**src/spcg_pkg.sv**
```systemverilog
// shared constants and types for sleep port clock gating
package spcg_pkg;
    localparam int NUM_PORTS = 8;
    localparam int ADDR_W = 12;
    localparam logic [ADDR_W-1:0] SLEEP_EN_OFFSET = 12'h118;
    localparam logic [ADDR_W-1:0] RUN_EN_OFFSET = 12'h108;
    localparam logic [ADDR_W-1:0] DEEP_EN_OFFSET = 12'h128;
    localparam logic [ADDR_W-1:0] CLK_CFG_OFFSET = 12'h060;
    localparam logic [ADDR_W-1:0] IRQ_STATUS_OFFSET = 12'h1f0;
    localparam logic [ADDR_W-1:0] IRQ_MASK_OFFSET = 12'h1f4;
    localparam logic [ADDR_W-1:0] POWER_STATE_OFFSET = 12'h1f8;
    localparam int ACG_BIT = 27;
    localparam logic [31:0] EN_RESET = 32'h0000_0000;
    localparam logic [31:0] CFG_RESET = 32'h0000_0000;
    localparam logic [7:0] PORT_FIELD_MASK = 8'hff;
    localparam int IRQ_FAULT_BIT = 0;
    localparam int IRQ_UNMAPPED_BIT = 1;
    localparam int IRQ_W = 2;

    typedef enum logic [1:0] {
        SPCG_RUN = 2'h0,
        SPCG_SLEEP = 2'h1,
        SPCG_DEEP = 2'h3
    } spcg_power_t;

    typedef struct packed {
        logic [NUM_PORTS-1:0] run_en;
        logic [NUM_PORTS-1:0] sleep_en;
        logic [NUM_PORTS-1:0] deep_en;
        logic auto_clock_gating_select;
        logic [IRQ_W-1:0] irq_status;
        logic [IRQ_W-1:0] irq_mask;
        logic [31:0] rdata;
        logic bus_fault;
        spcg_power_t power;
    } spcg_state_t;
endpackage

```
**src/spcg_port_select.sv**
```systemverilog
// per-port clock enable selection across power states
`timescale 1ns/100ps
module spcg_port_select #(
    parameter int NUM_PORTS = 8
) (
    input wire logic [NUM_PORTS-1:0] run_en,
    input wire logic [NUM_PORTS-1:0] sleep_en,
    input wire logic [NUM_PORTS-1:0] deep_en,
    input wire logic auto_clock_gating_select,
    input wire spcg_pkg::spcg_power_t power,
    output logic [NUM_PORTS-1:0] port_clk_en
);
    genvar i;
    generate
        for (i = 0; i < NUM_PORTS; i++) begin : g_port
            always_comb begin
                // sleep tables only matter with auto gating on; else run table holds
                case (power)
                    spcg_pkg::SPCG_SLEEP: port_clk_en[i] = auto_clock_gating_select ? sleep_en[i] : run_en[i];
                    spcg_pkg::SPCG_DEEP: port_clk_en[i] = auto_clock_gating_select ? deep_en[i] : run_en[i];
                    default: port_clk_en[i] = run_en[i];
                endcase
            end
        end
    endgenerate
endmodule // spcg_port_select

```
**src/spcg_top.sv**
```systemverilog
// sleep-mode port clock gating control with register port
// Contract
// - a set enable bit gives its port a clock
// - a clear enable bit withholds the clock from its port
// - access to an unclocked port raises a bus fault
// - reset clears all enables, register reads zero
// - port A at bit 0 through port H at bit 7, read/write
// - bits 31 to 8 read zero and ignore writes
// - run table in run, sleep table in sleep, deep table in deep sleep
// - sleep settings apply only with auto clock gating select set
// - sleep enable register sits at offset 0x118
`timescale 1ns/100ps
module spcg_top #(
    parameter int NUM_PORTS = 8
) (
    input wire logic clock,
    input wire logic nrst,
    input wire logic [spcg_pkg::ADDR_W-1:0] reg_addr,
    input wire logic [31:0] reg_wdata,
    input wire logic reg_write,
    input wire logic reg_read,
    output logic [31:0] reg_rdata,
    input wire logic sleep_req,
    input wire logic deep_sleep_req,
    input wire logic port_access,
    input wire logic [2:0] port_access_sel,
    output logic [NUM_PORTS-1:0] port_clk_en,
    output logic bus_fault,
    output logic irq
);
    localparam int IRQ_W_L = spcg_pkg::IRQ_W;
    localparam int PWR_W = $bits(spcg_pkg::spcg_power_t);
    // access select is three bits wide, room for eight ports
    localparam int SEL_W = 3;

    spcg_pkg::spcg_state_t st_reg;
    spcg_pkg::spcg_state_t st_next;
    spcg_pkg::spcg_power_t power_next;

    logic sleep_meta_reg;
    logic sleep_sync_reg;
    logic deep_meta_reg;
    logic deep_sync_reg;

    logic [NUM_PORTS-1:0] sel_en;
    logic [NUM_PORTS-1:0] sel_onehot;
    logic [NUM_PORTS-1:0] port_fault;
    logic [NUM_PORTS-1:0] wr_field;

    logic [IRQ_W_L-1:0] irq_event;
    logic [IRQ_W_L-1:0] irq_status_next;
    logic [IRQ_W_L-1:0] irq_pending;

    logic hit_sleep;
    logic hit_run;
    logic hit_deep;
    logic hit_cfg;
    logic hit_stat;
    logic hit_mask;
    logic hit_pwr;

    logic mapped;

    logic wr_sleep;
    logic wr_run;
    logic wr_deep;
    logic wr_cfg;
    logic wr_mask;

    logic rd_sleep;
    logic rd_run;
    logic rd_deep;
    logic rd_cfg;
    logic rd_stat;
    logic rd_mask;
    logic rd_pwr;

    logic [31:0] rd_mux;

    // power state requests come from outside this clock domain
    always_ff @(posedge clock) begin
        if (!nrst) begin
            sleep_meta_reg <= 1'b0;
        end else begin
            sleep_meta_reg <= sleep_req;
        end
    end

    always_ff @(posedge clock) begin
        if (!nrst) begin
            sleep_sync_reg <= 1'b0;
        end else begin
            sleep_sync_reg <= sleep_meta_reg;
        end
    end

    // only the second flop reads the first; logic sees the second
    always_ff @(posedge clock) begin
        if (!nrst) begin
            deep_meta_reg <= 1'b0;
        end else begin
            deep_meta_reg <= deep_sleep_req;
        end
    end

    always_ff @(posedge clock) begin
        if (!nrst) begin
            deep_sync_reg <= 1'b0;
        end else begin
            deep_sync_reg <= deep_meta_reg;
        end
    end

    // deep sleep takes priority when both requests stand
    always_comb begin
        case ({deep_sync_reg, sleep_sync_reg})
            2'b00: begin
                power_next = spcg_pkg::SPCG_RUN;
            end
            2'b01: begin
                power_next = spcg_pkg::SPCG_SLEEP;
            end
            2'b10: begin
                power_next = spcg_pkg::SPCG_DEEP;
            end
            2'b11: begin
                power_next = spcg_pkg::SPCG_DEEP;
            end
            default: begin
                power_next = spcg_pkg::SPCG_RUN;
            end
        endcase
    end

    // one-hot decode of the register offset
    always_comb begin
        hit_sleep = 1'b0;
        hit_run = 1'b0;
        hit_deep = 1'b0;
        hit_cfg = 1'b0;
        hit_stat = 1'b0;
        hit_mask = 1'b0;
        hit_pwr = 1'b0;

        case (reg_addr)
            spcg_pkg::SLEEP_EN_OFFSET: begin
                hit_sleep = 1'b1;
            end

            spcg_pkg::RUN_EN_OFFSET: begin
                hit_run = 1'b1;
            end

            spcg_pkg::DEEP_EN_OFFSET: begin
                hit_deep = 1'b1;
            end

            spcg_pkg::CLK_CFG_OFFSET: begin
                hit_cfg = 1'b1;
            end

            spcg_pkg::IRQ_STATUS_OFFSET: begin
                hit_stat = 1'b1;
            end

            spcg_pkg::IRQ_MASK_OFFSET: begin
                hit_mask = 1'b1;
            end

            spcg_pkg::POWER_STATE_OFFSET: begin
                hit_pwr = 1'b1;
            end

            default: begin
                hit_sleep = 1'b0;
            end
        endcase
    end

    // unknown offsets read zero and flag an interrupt
    assign mapped = hit_sleep | hit_run | hit_deep | hit_cfg | hit_stat | hit_mask | hit_pwr;

    // write strobes qualified by the decoded offset
    assign wr_sleep = reg_write & hit_sleep;
    assign wr_run = reg_write & hit_run;
    assign wr_deep = reg_write & hit_deep;
    assign wr_cfg = reg_write & hit_cfg;
    assign wr_mask = reg_write & hit_mask;

    // read strobes; power state and status have no write path
    assign rd_sleep = reg_read & hit_sleep;
    assign rd_run = reg_read & hit_run;
    assign rd_deep = reg_read & hit_deep;
    assign rd_cfg = reg_read & hit_cfg;
    assign rd_stat = reg_read & hit_stat;
    assign rd_mask = reg_read & hit_mask;
    assign rd_pwr = reg_read & hit_pwr;

    // reserved bits of every register read as zero
    always_comb begin
        rd_mux = '0;

        if (rd_sleep) begin
            rd_mux[NUM_PORTS-1:0] = st_reg.sleep_en;
        end

        if (rd_run) begin
            rd_mux[NUM_PORTS-1:0] = st_reg.run_en;
        end

        if (rd_deep) begin
            rd_mux[NUM_PORTS-1:0] = st_reg.deep_en;
        end

        if (rd_cfg) begin
            rd_mux[spcg_pkg::ACG_BIT] = st_reg.auto_clock_gating_select;
        end

        if (rd_stat) begin
            rd_mux[IRQ_W_L-1:0] = st_reg.irq_status;
        end

        if (rd_mask) begin
            rd_mux[IRQ_W_L-1:0] = st_reg.irq_mask;
        end

        if (rd_pwr) begin
            rd_mux[PWR_W-1:0] = st_reg.power;
        end
    end

    genvar p;
    generate
        for (p = 0; p < NUM_PORTS; p++) begin : g_port
            assign sel_onehot[p] = (port_access_sel == SEL_W'(p));
            // a gated port answers any access with a fault
            assign port_fault[p] = port_access & sel_onehot[p] & ~sel_en[p];
            // only the low port field is stored; upper bits dropped
            assign wr_field[p] = reg_wdata[p];
            assign port_clk_en[p] = sel_en[p];
        end
    endgenerate

    // status events: a gated access and an unmapped offset
    assign irq_event[spcg_pkg::IRQ_FAULT_BIT] = |port_fault;
    assign irq_event[spcg_pkg::IRQ_UNMAPPED_BIT] = (reg_read | reg_write) & ~mapped;

    genvar b;
    generate
        for (b = 0; b < IRQ_W_L; b++) begin : g_irq
            // set wins over a read-clear in the same cycle
            assign irq_status_next[b] = irq_event[b] | (st_reg.irq_status[b] & ~rd_stat);
        end
    endgenerate

    // one mux per port picks the table for the current power state
    spcg_port_select #(
        .NUM_PORTS(NUM_PORTS)
    ) u_select (
        .run_en(st_reg.run_en),
        .sleep_en(st_reg.sleep_en),
        .deep_en(st_reg.deep_en),
        .auto_clock_gating_select(st_reg.auto_clock_gating_select),
        .power(st_reg.power),
        .port_clk_en(sel_en)
    );

    always_comb begin
        st_next = st_reg;
        st_next.power = power_next;
        // data stands one cycle, then the port falls back to zero
        st_next.rdata = rd_mux;
        st_next.bus_fault = |port_fault;
        st_next.irq_status = irq_status_next;

        // writes land one cycle after the strobe
        if (wr_sleep) begin
            st_next.sleep_en = wr_field;
        end else begin
            st_next.sleep_en = st_reg.sleep_en;
        end

        if (wr_run) begin
            st_next.run_en = wr_field;
        end else begin
            st_next.run_en = st_reg.run_en;
        end

        if (wr_deep) begin
            st_next.deep_en = wr_field;
        end else begin
            st_next.deep_en = st_reg.deep_en;
        end

        if (wr_cfg) begin
            st_next.auto_clock_gating_select = reg_wdata[spcg_pkg::ACG_BIT];
        end else begin
            st_next.auto_clock_gating_select = st_reg.auto_clock_gating_select;
        end

        if (wr_mask) begin
            st_next.irq_mask = reg_wdata[IRQ_W_L-1:0];
        end else begin
            st_next.irq_mask = st_reg.irq_mask;
        end
    end

    // synchronous reset; every port starts unclocked
    always_ff @(posedge clock) begin
        if (!nrst) begin
            st_reg.run_en <= spcg_pkg::EN_RESET[NUM_PORTS-1:0];
            st_reg.sleep_en <= spcg_pkg::EN_RESET[NUM_PORTS-1:0];
            st_reg.deep_en <= spcg_pkg::EN_RESET[NUM_PORTS-1:0];
            st_reg.auto_clock_gating_select <= spcg_pkg::CFG_RESET[spcg_pkg::ACG_BIT];

            st_reg.irq_status <= '0;
            st_reg.irq_mask <= '0;

            st_reg.rdata <= '0;
            st_reg.bus_fault <= 1'b0;
            st_reg.power <= spcg_pkg::SPCG_RUN;
        end else begin
            st_reg <= st_next;
        end
    end

    // level interrupt while an unmasked status bit stands
    assign irq_pending = st_reg.irq_status & st_reg.irq_mask;
    assign reg_rdata = st_reg.rdata;
    assign bus_fault = st_reg.bus_fault;
    assign irq = |irq_pending;
endmodule // spcg_top

```
**config.mk**
```make
export PLATFORM = sky130hd
export DESIGN_NAME = spcg_top
export DESIGN_NICKNAME = d
export VERILOG_FILES = /design/src/spcg_pkg.sv /design/src/spcg_port_select.sv /design/src/spcg_top.sv
export SDC_FILE = /design/constraint.sdc
export NUM_CORES = 1
export LEC_CHECK = 0
export BUFFER_PORTS_ARGS = -buffer_cell sky130_fd_sc_hd__buf_2
export CORE_MARGIN = 5
export CORE_UTILIZATION = 35
export CTS_BUF_LIST = sky130_fd_sc_hd__clkbuf_4
export DETAILED_ROUTE_END_ITERATION = 6
export GPL_TIMING_DRIVEN = 1
export HOLD_SLACK_MARGIN = 0.02
export PLACE_DENSITY = 0.61
export SLEW_MARGIN = 40
export SYNTH_ARGS = -nofsm -noshare
export SYNTH_HDL_FRONTEND = slang
export SYNTH_SLANG_ARGS = --single-unit
```
**constraint.sdc**
```tcl
create_clock -name clock -period 2 [get_ports clock]
set_clock_uncertainty 0.1 [all_clocks]
set_input_delay 0.4 -clock clock [delete_from_list [all_inputs] [get_ports clock]]
set_output_delay 0.4 -clock clock [all_outputs]
set_load 0.01 [all_outputs]
```
# After elaboration in Yosys (flattened, before gate mapping)
# Index checks and enable logic that the tools add are counted.
# Widths: inputs -> output; s select.
# word_totals
inputBits,54
memories,0
ram_bits,0
romBits,0
wordCells,129
reg_bits,68
latchBits,0
# op_classes
muxes,38
add_sub_neg,0
eq_ne,19
mul,0
bitwise_logic,51
div,0
reduce_logical,6
order_cmp,0
shifts,0
# ops
cell,n
$eq 12x9->1 const B,6
$and 1x1->1,31
$mux 8,3
$mux 1,23
$pmux 1 s2,8
$eq 12x7->1 const B,1
$eq 3x3->1 const B,4
$not 1->1,10
$or 1x1->1,9
$reduce_or 8->1,1
$eq 2x2->1 const B,3
$eq 3x2->1 const B,2
$mux 2,3
$pmux 2 s3,1
$eq 2x1->1 const B,2
$reduce_or 2->1,2
$eq 3x1->1 const B,1
$logic_not 3->1,1
$and 2x2->2,1
$logic_not 2->1,1
$reduce_and 2->1,1

# Depth between registers and ports, before layout
# logic_depth
ltp_word,11
depth_mapped,7
ltp_nobuf,5

# Cells and area by module
# From an unflattened synthesis, not the netlist that was laid out.
# unflattened
hier_cells,256
area_unflattened_um2,2447.3
# by_module_without_submodules
module,cells_each,instances,area_per_inst_um2,seq_area_each_um2
spcg_top,227,1,2210.9,900.9
spcg_port_select,29,1,236.5,0.0

# Worst setup path after synthesis
# No wires, ideal clock.
# synth_path
path_kind,input to register
start,in reg_addr[9] (netlist bit)
end,"reg, netlist name st_reg[40]"
required_time_ps,1784
path_buffers,1
stages,6
t_arrival_ps,1740
setup_time_ps,116
path_slack_ps,44
path_cell_list,or3_1 -> buf_2 -> nor4_1 -> nand3_2 -> mux2i_1 -> nor2b_1
# synth_via
elab_chain_len,3
# synth_rtl
item,line,rtl
start: declaration,spcg_top.sv:18,"input wire logic [spcg_pkg::ADDR_W-1:0] reg_addr,"
$eq 12x9->1,spcg_top.sv:145,case (reg_addr)
$mux 1,spcg_top.sv:145,
$and 1x1->1,spcg_top.sv:186,assign wr_deep = reg_write & hit_deep;
# No other way between the ends.
# A chain may end at the register's enable or synchronous reset.

# Worst setup path in the final report
# layout_path
start,"reg, netlist name st_reg[1]"
end,out port_clk_en[0]
# layout_via
elab_chain_len,2
elab_cells_between_ends,3
cone_classes,2 x eq/ne; 1 x mux
# layout_rtl
item,line,rtl
$eq 2x2->1 / $eq 2x1->1 (equally long branches),spcg_port_select.sv:18,case (power)
$pmux 1 s2 (*),spcg_port_select.sv:18,
end: declaration,spcg_top.sv:27,"output logic [NUM_PORTS-1:0] port_clk_en,"
# Every way passes the cells marked *; elsewhere a longest branch is shown, timed or not.

==> impl_results.md <==
- Initial Util: about 36%
- Static Leak: roughly 0.0014 uW
- Sw Pwr: between 300 and 400 uW
- DRT Wirelength: about 6 mm
- Area growth syn-to-layout: 20.7%
- Most common cell in the netlist: dfxtp_1
- Seq pwr share: around 60%
- Largest cells by area after synthesis: dfxtp_1 (36%), mux2i_1 (16%), buf_4 (10%), nor2b_1 (7.6%), nor2_1 (4.2%)
- Die X: around 94 microns
- # rows: 30
- CTS tree: yes
- Final Cycle Share: 99.2%
- Complex-gate fraction of the synthesized area: approximately 9%
- Initial DRC count: 70
- Mapped Cells: around 270
- Ports: 96
- Max Cap Viol: 0
- Longest Clk Path Bufs: 2
- GRT Residual Overflow: 0
- CP max FO: 6
- Pins over their slew limit: 0
- TritonRoute pass-1 iters: 4
- Multiplexer share of the synthesized area: approximately 17%
- GR Util All Layers: roughly 13%
- Unrepaired setup endpoints after global routing: true
- Critical Path, Cell by Cell: buf_6 > buf_6 > mux2i_2 > o21ai_2 > buf_2
- Hold Path End: sleep_meta_reg
- Worst skew pair latency: 350 ps
- WHS Path Cells: 2
- Vias: 1997
- First-pass GRT wire length: around 9.3 mm
- CTS Hold Bufs: 0
- Share of flip-flops with an asynchronous set or reset: 0%
- Register area share after synthesis: 36.4%
- Placer congestion estimate: between 0.8 and 0.9
- Clk pwr share: ~30%
- Post-synth EDFFs: 0
- Total die area: ~9000 sq um
- Worst path arrival time: ~1500 ps
- Fin area: 2990 sq um
- Maximum VDD drop: approximately 0.19 mV
- Final setup viols: 0
- Avg Inst Size Synth: between 9 and 10 sq um
- Vias in the first global route: 1910
- Core footprint: ~6800 sq um
- CP startpoint kind: register
- Pwr dens: 515 nW/um^2
- H-tree depth: 2
- CTS clk-pin slew, worst paths: between 100 and 150 ps
- Mapped Area: 2470 sq um
- Share of the synthesized area in the top cell type: between 30% and 40%
- Xor/xnor share of the synthesized area: 0%
- Antenna diodes: 0
- Prevailing post-synth register cell: dfxtp_1
- FF-to-FF End: st_reg[37]
- GRT met3 Usage: 3.21%
- Critical path's slowest cell: dfxtp_4
- Yosys warning count: 0
- Post-DP Area: about 2800 sq um
- Worst path most repeated cell: buf_6
- Initial antenna violation count: 0
- Delay of the slowest critical-path stage: 440 ps
- Crit path from: st_reg[1]
- Max FFs per register: 31
- Pin count of the biggest net entering global routing: 16
- Hpwl dp: approximately 4.4 mm
- Met2 Use GR: between 20% and 30%
- Root Driver: clkbuf_4
- Gate power share: between 10% and 20%
- Largest family of logic cells by synthesized area: simple AND/OR/NAND/NOR gates
- Utilization after layout: between 40 and 50%
- Status: finished, final reports clean
- WP data required: approximately 1500 ps
- Setup TNS: 0 ps
- Ratio of cells with drive above 1 in the final layout: between 30% and 40%
- CTS buffer count: 5
- Worst Setup End Kind: output port
- DRC: 0
- R2R setup slack: approximately 80 ps
- GR Util met1: between 10% and 20%
- GRT busiest layer: met2
- Clock sink count: 45
- Drt via density: 4.61
- Peak Freq: between 0.5 and 0.6 GHz
- Total Nets Final: 390
- HP Start: sleep_req
- Die height: 94.1 microns
- Period minus WS final: around 2000 ps
- Wire per inst: around 14 microns
- Post-synthesis cell type count: 49
- CP Class: reg2out
- Synth Area in Simple Gates: between 20% and 30%
- Sw Ratio: around 26%
- Top cell type by total area after synthesis: dfxtp_1
- Yosys reg bits: 45
- R2R depth: 7
- PortBufs: 49
- Final Hold Vio Count: 0
- Worst r2r src: st_reg[1]
- Adder-Cell Fraction of Synth Area: 0%
- Synth top cells by count: dfxtp_1 (45), mux2i_1 (40), buf_4 (33), nor2b_1 (30), nor2_1 (28)
- Cell internal pwr: 1140 uW
- Worst hold path type: in2reg
- Number of routed nets with antenna violations: 0
## logic make-up (layout without fill, tap and decap cells)
logic type,after synthesis,count (layout)
AO/OA/AOI/OAI,33,33
buffers and inverters,50,94
flip-flops,45,45
multiplexers,42,42
other,1,23
AND/OR/NAND/NOR,100,100
## layout by cell type (no fill, tap or decap), types with 3 or more instances in the layout
cell / n
buf_2: 49
and2_1: 5
mux2i_1: 36
inv_1: 6
dfxtp_1: 43
nor2_1: 28
nand4b_1: 3
nor3_1: 3
clkbuf_4: 7
mux2i_2: 3
nand2_1: 8
buf_4: 29
a21oi_1: 10
conb_1: 23
nor2b_1: 29
o21ai_0: 3
## worst max path at each step
stage                endpoint  depth (start not counted)  slack [ps]
6_report       port_clk_en[0]                          5          20
5_1_grt        port_clk_en[5]                          6         -80
4_1_cts        port_clk_en[0]                          5         -20
3_5_place_dp     reg_rdata[1]                          8        -180
3_3_place_gp     reg_rdata[1]                          8        -170
2_1_floorplan      st_reg[40]                          6          40
## metal layers
| metal | vias to the layer above | wire (microns) |
|---|---|---|
| li1 | 1016 | - |
| met3 | 8 | 370 |
| met1 | 915 | 2690 |
| met2 | 58 | 2740 |
| met5 | - | 0 |
| met4 | 0 | 77 |
## area by class of cell
class | instances | area, sq um
clock buffer | 7 | 52.6
clock inverter | 1 | 7.51
fill | 706 | 3840
inverter | 6 | 22.5
multi-input combinational | 198 | 1390
sequential | 45 | 906
tap | 96 | 120
timing repair buffer | 80 | 485
## worst max-delay path, delay by kind of cell, from the launching register on
family | cells | cell delay, ps
mux | 1 | 220
compound gates | 1 | 90
buf+inv | 3 | 390
flops | 1 | 440
## through the flow
step | power, uW | setup slack, ps | instances | hold WS, ps
2_1_floorplan | 1050 | 43.8 | 293 | 312
3_3_place_gp | 1090 | -175 | 417 | 314
3_5_place_dp | 1100 | -184 | 417 | 319
4_1_cts | 1560 | -19.9 | 430 | 126
5_1_grt | 1610 | -78.5 | 433 | 127
6_report | 1540 | 15.3 | 433 | 139
## power groups by stage
stage | clock [uW] | combinational (uW) | sequential (uW)
2_1_floorplan | 0 | 117 | 931
3_3_place_gp | 0 | 160 | 934
3_5_place_dp | 0 | 161 | 934
4_1_cts | 478 | 165 | 913
5_1_grt | 516 | 184 | 915
6_report | 458 | 166 | 913
## timing repair
action	in CTS	in global routing
buffers inserted	5	3
gates resized for setup	18	6
pin swaps	1	3
hold endpoints to repair	0	0
endpoints found under the setup margin	10	8
gates cloned	0	0
(Power assumes the default switching activity.)
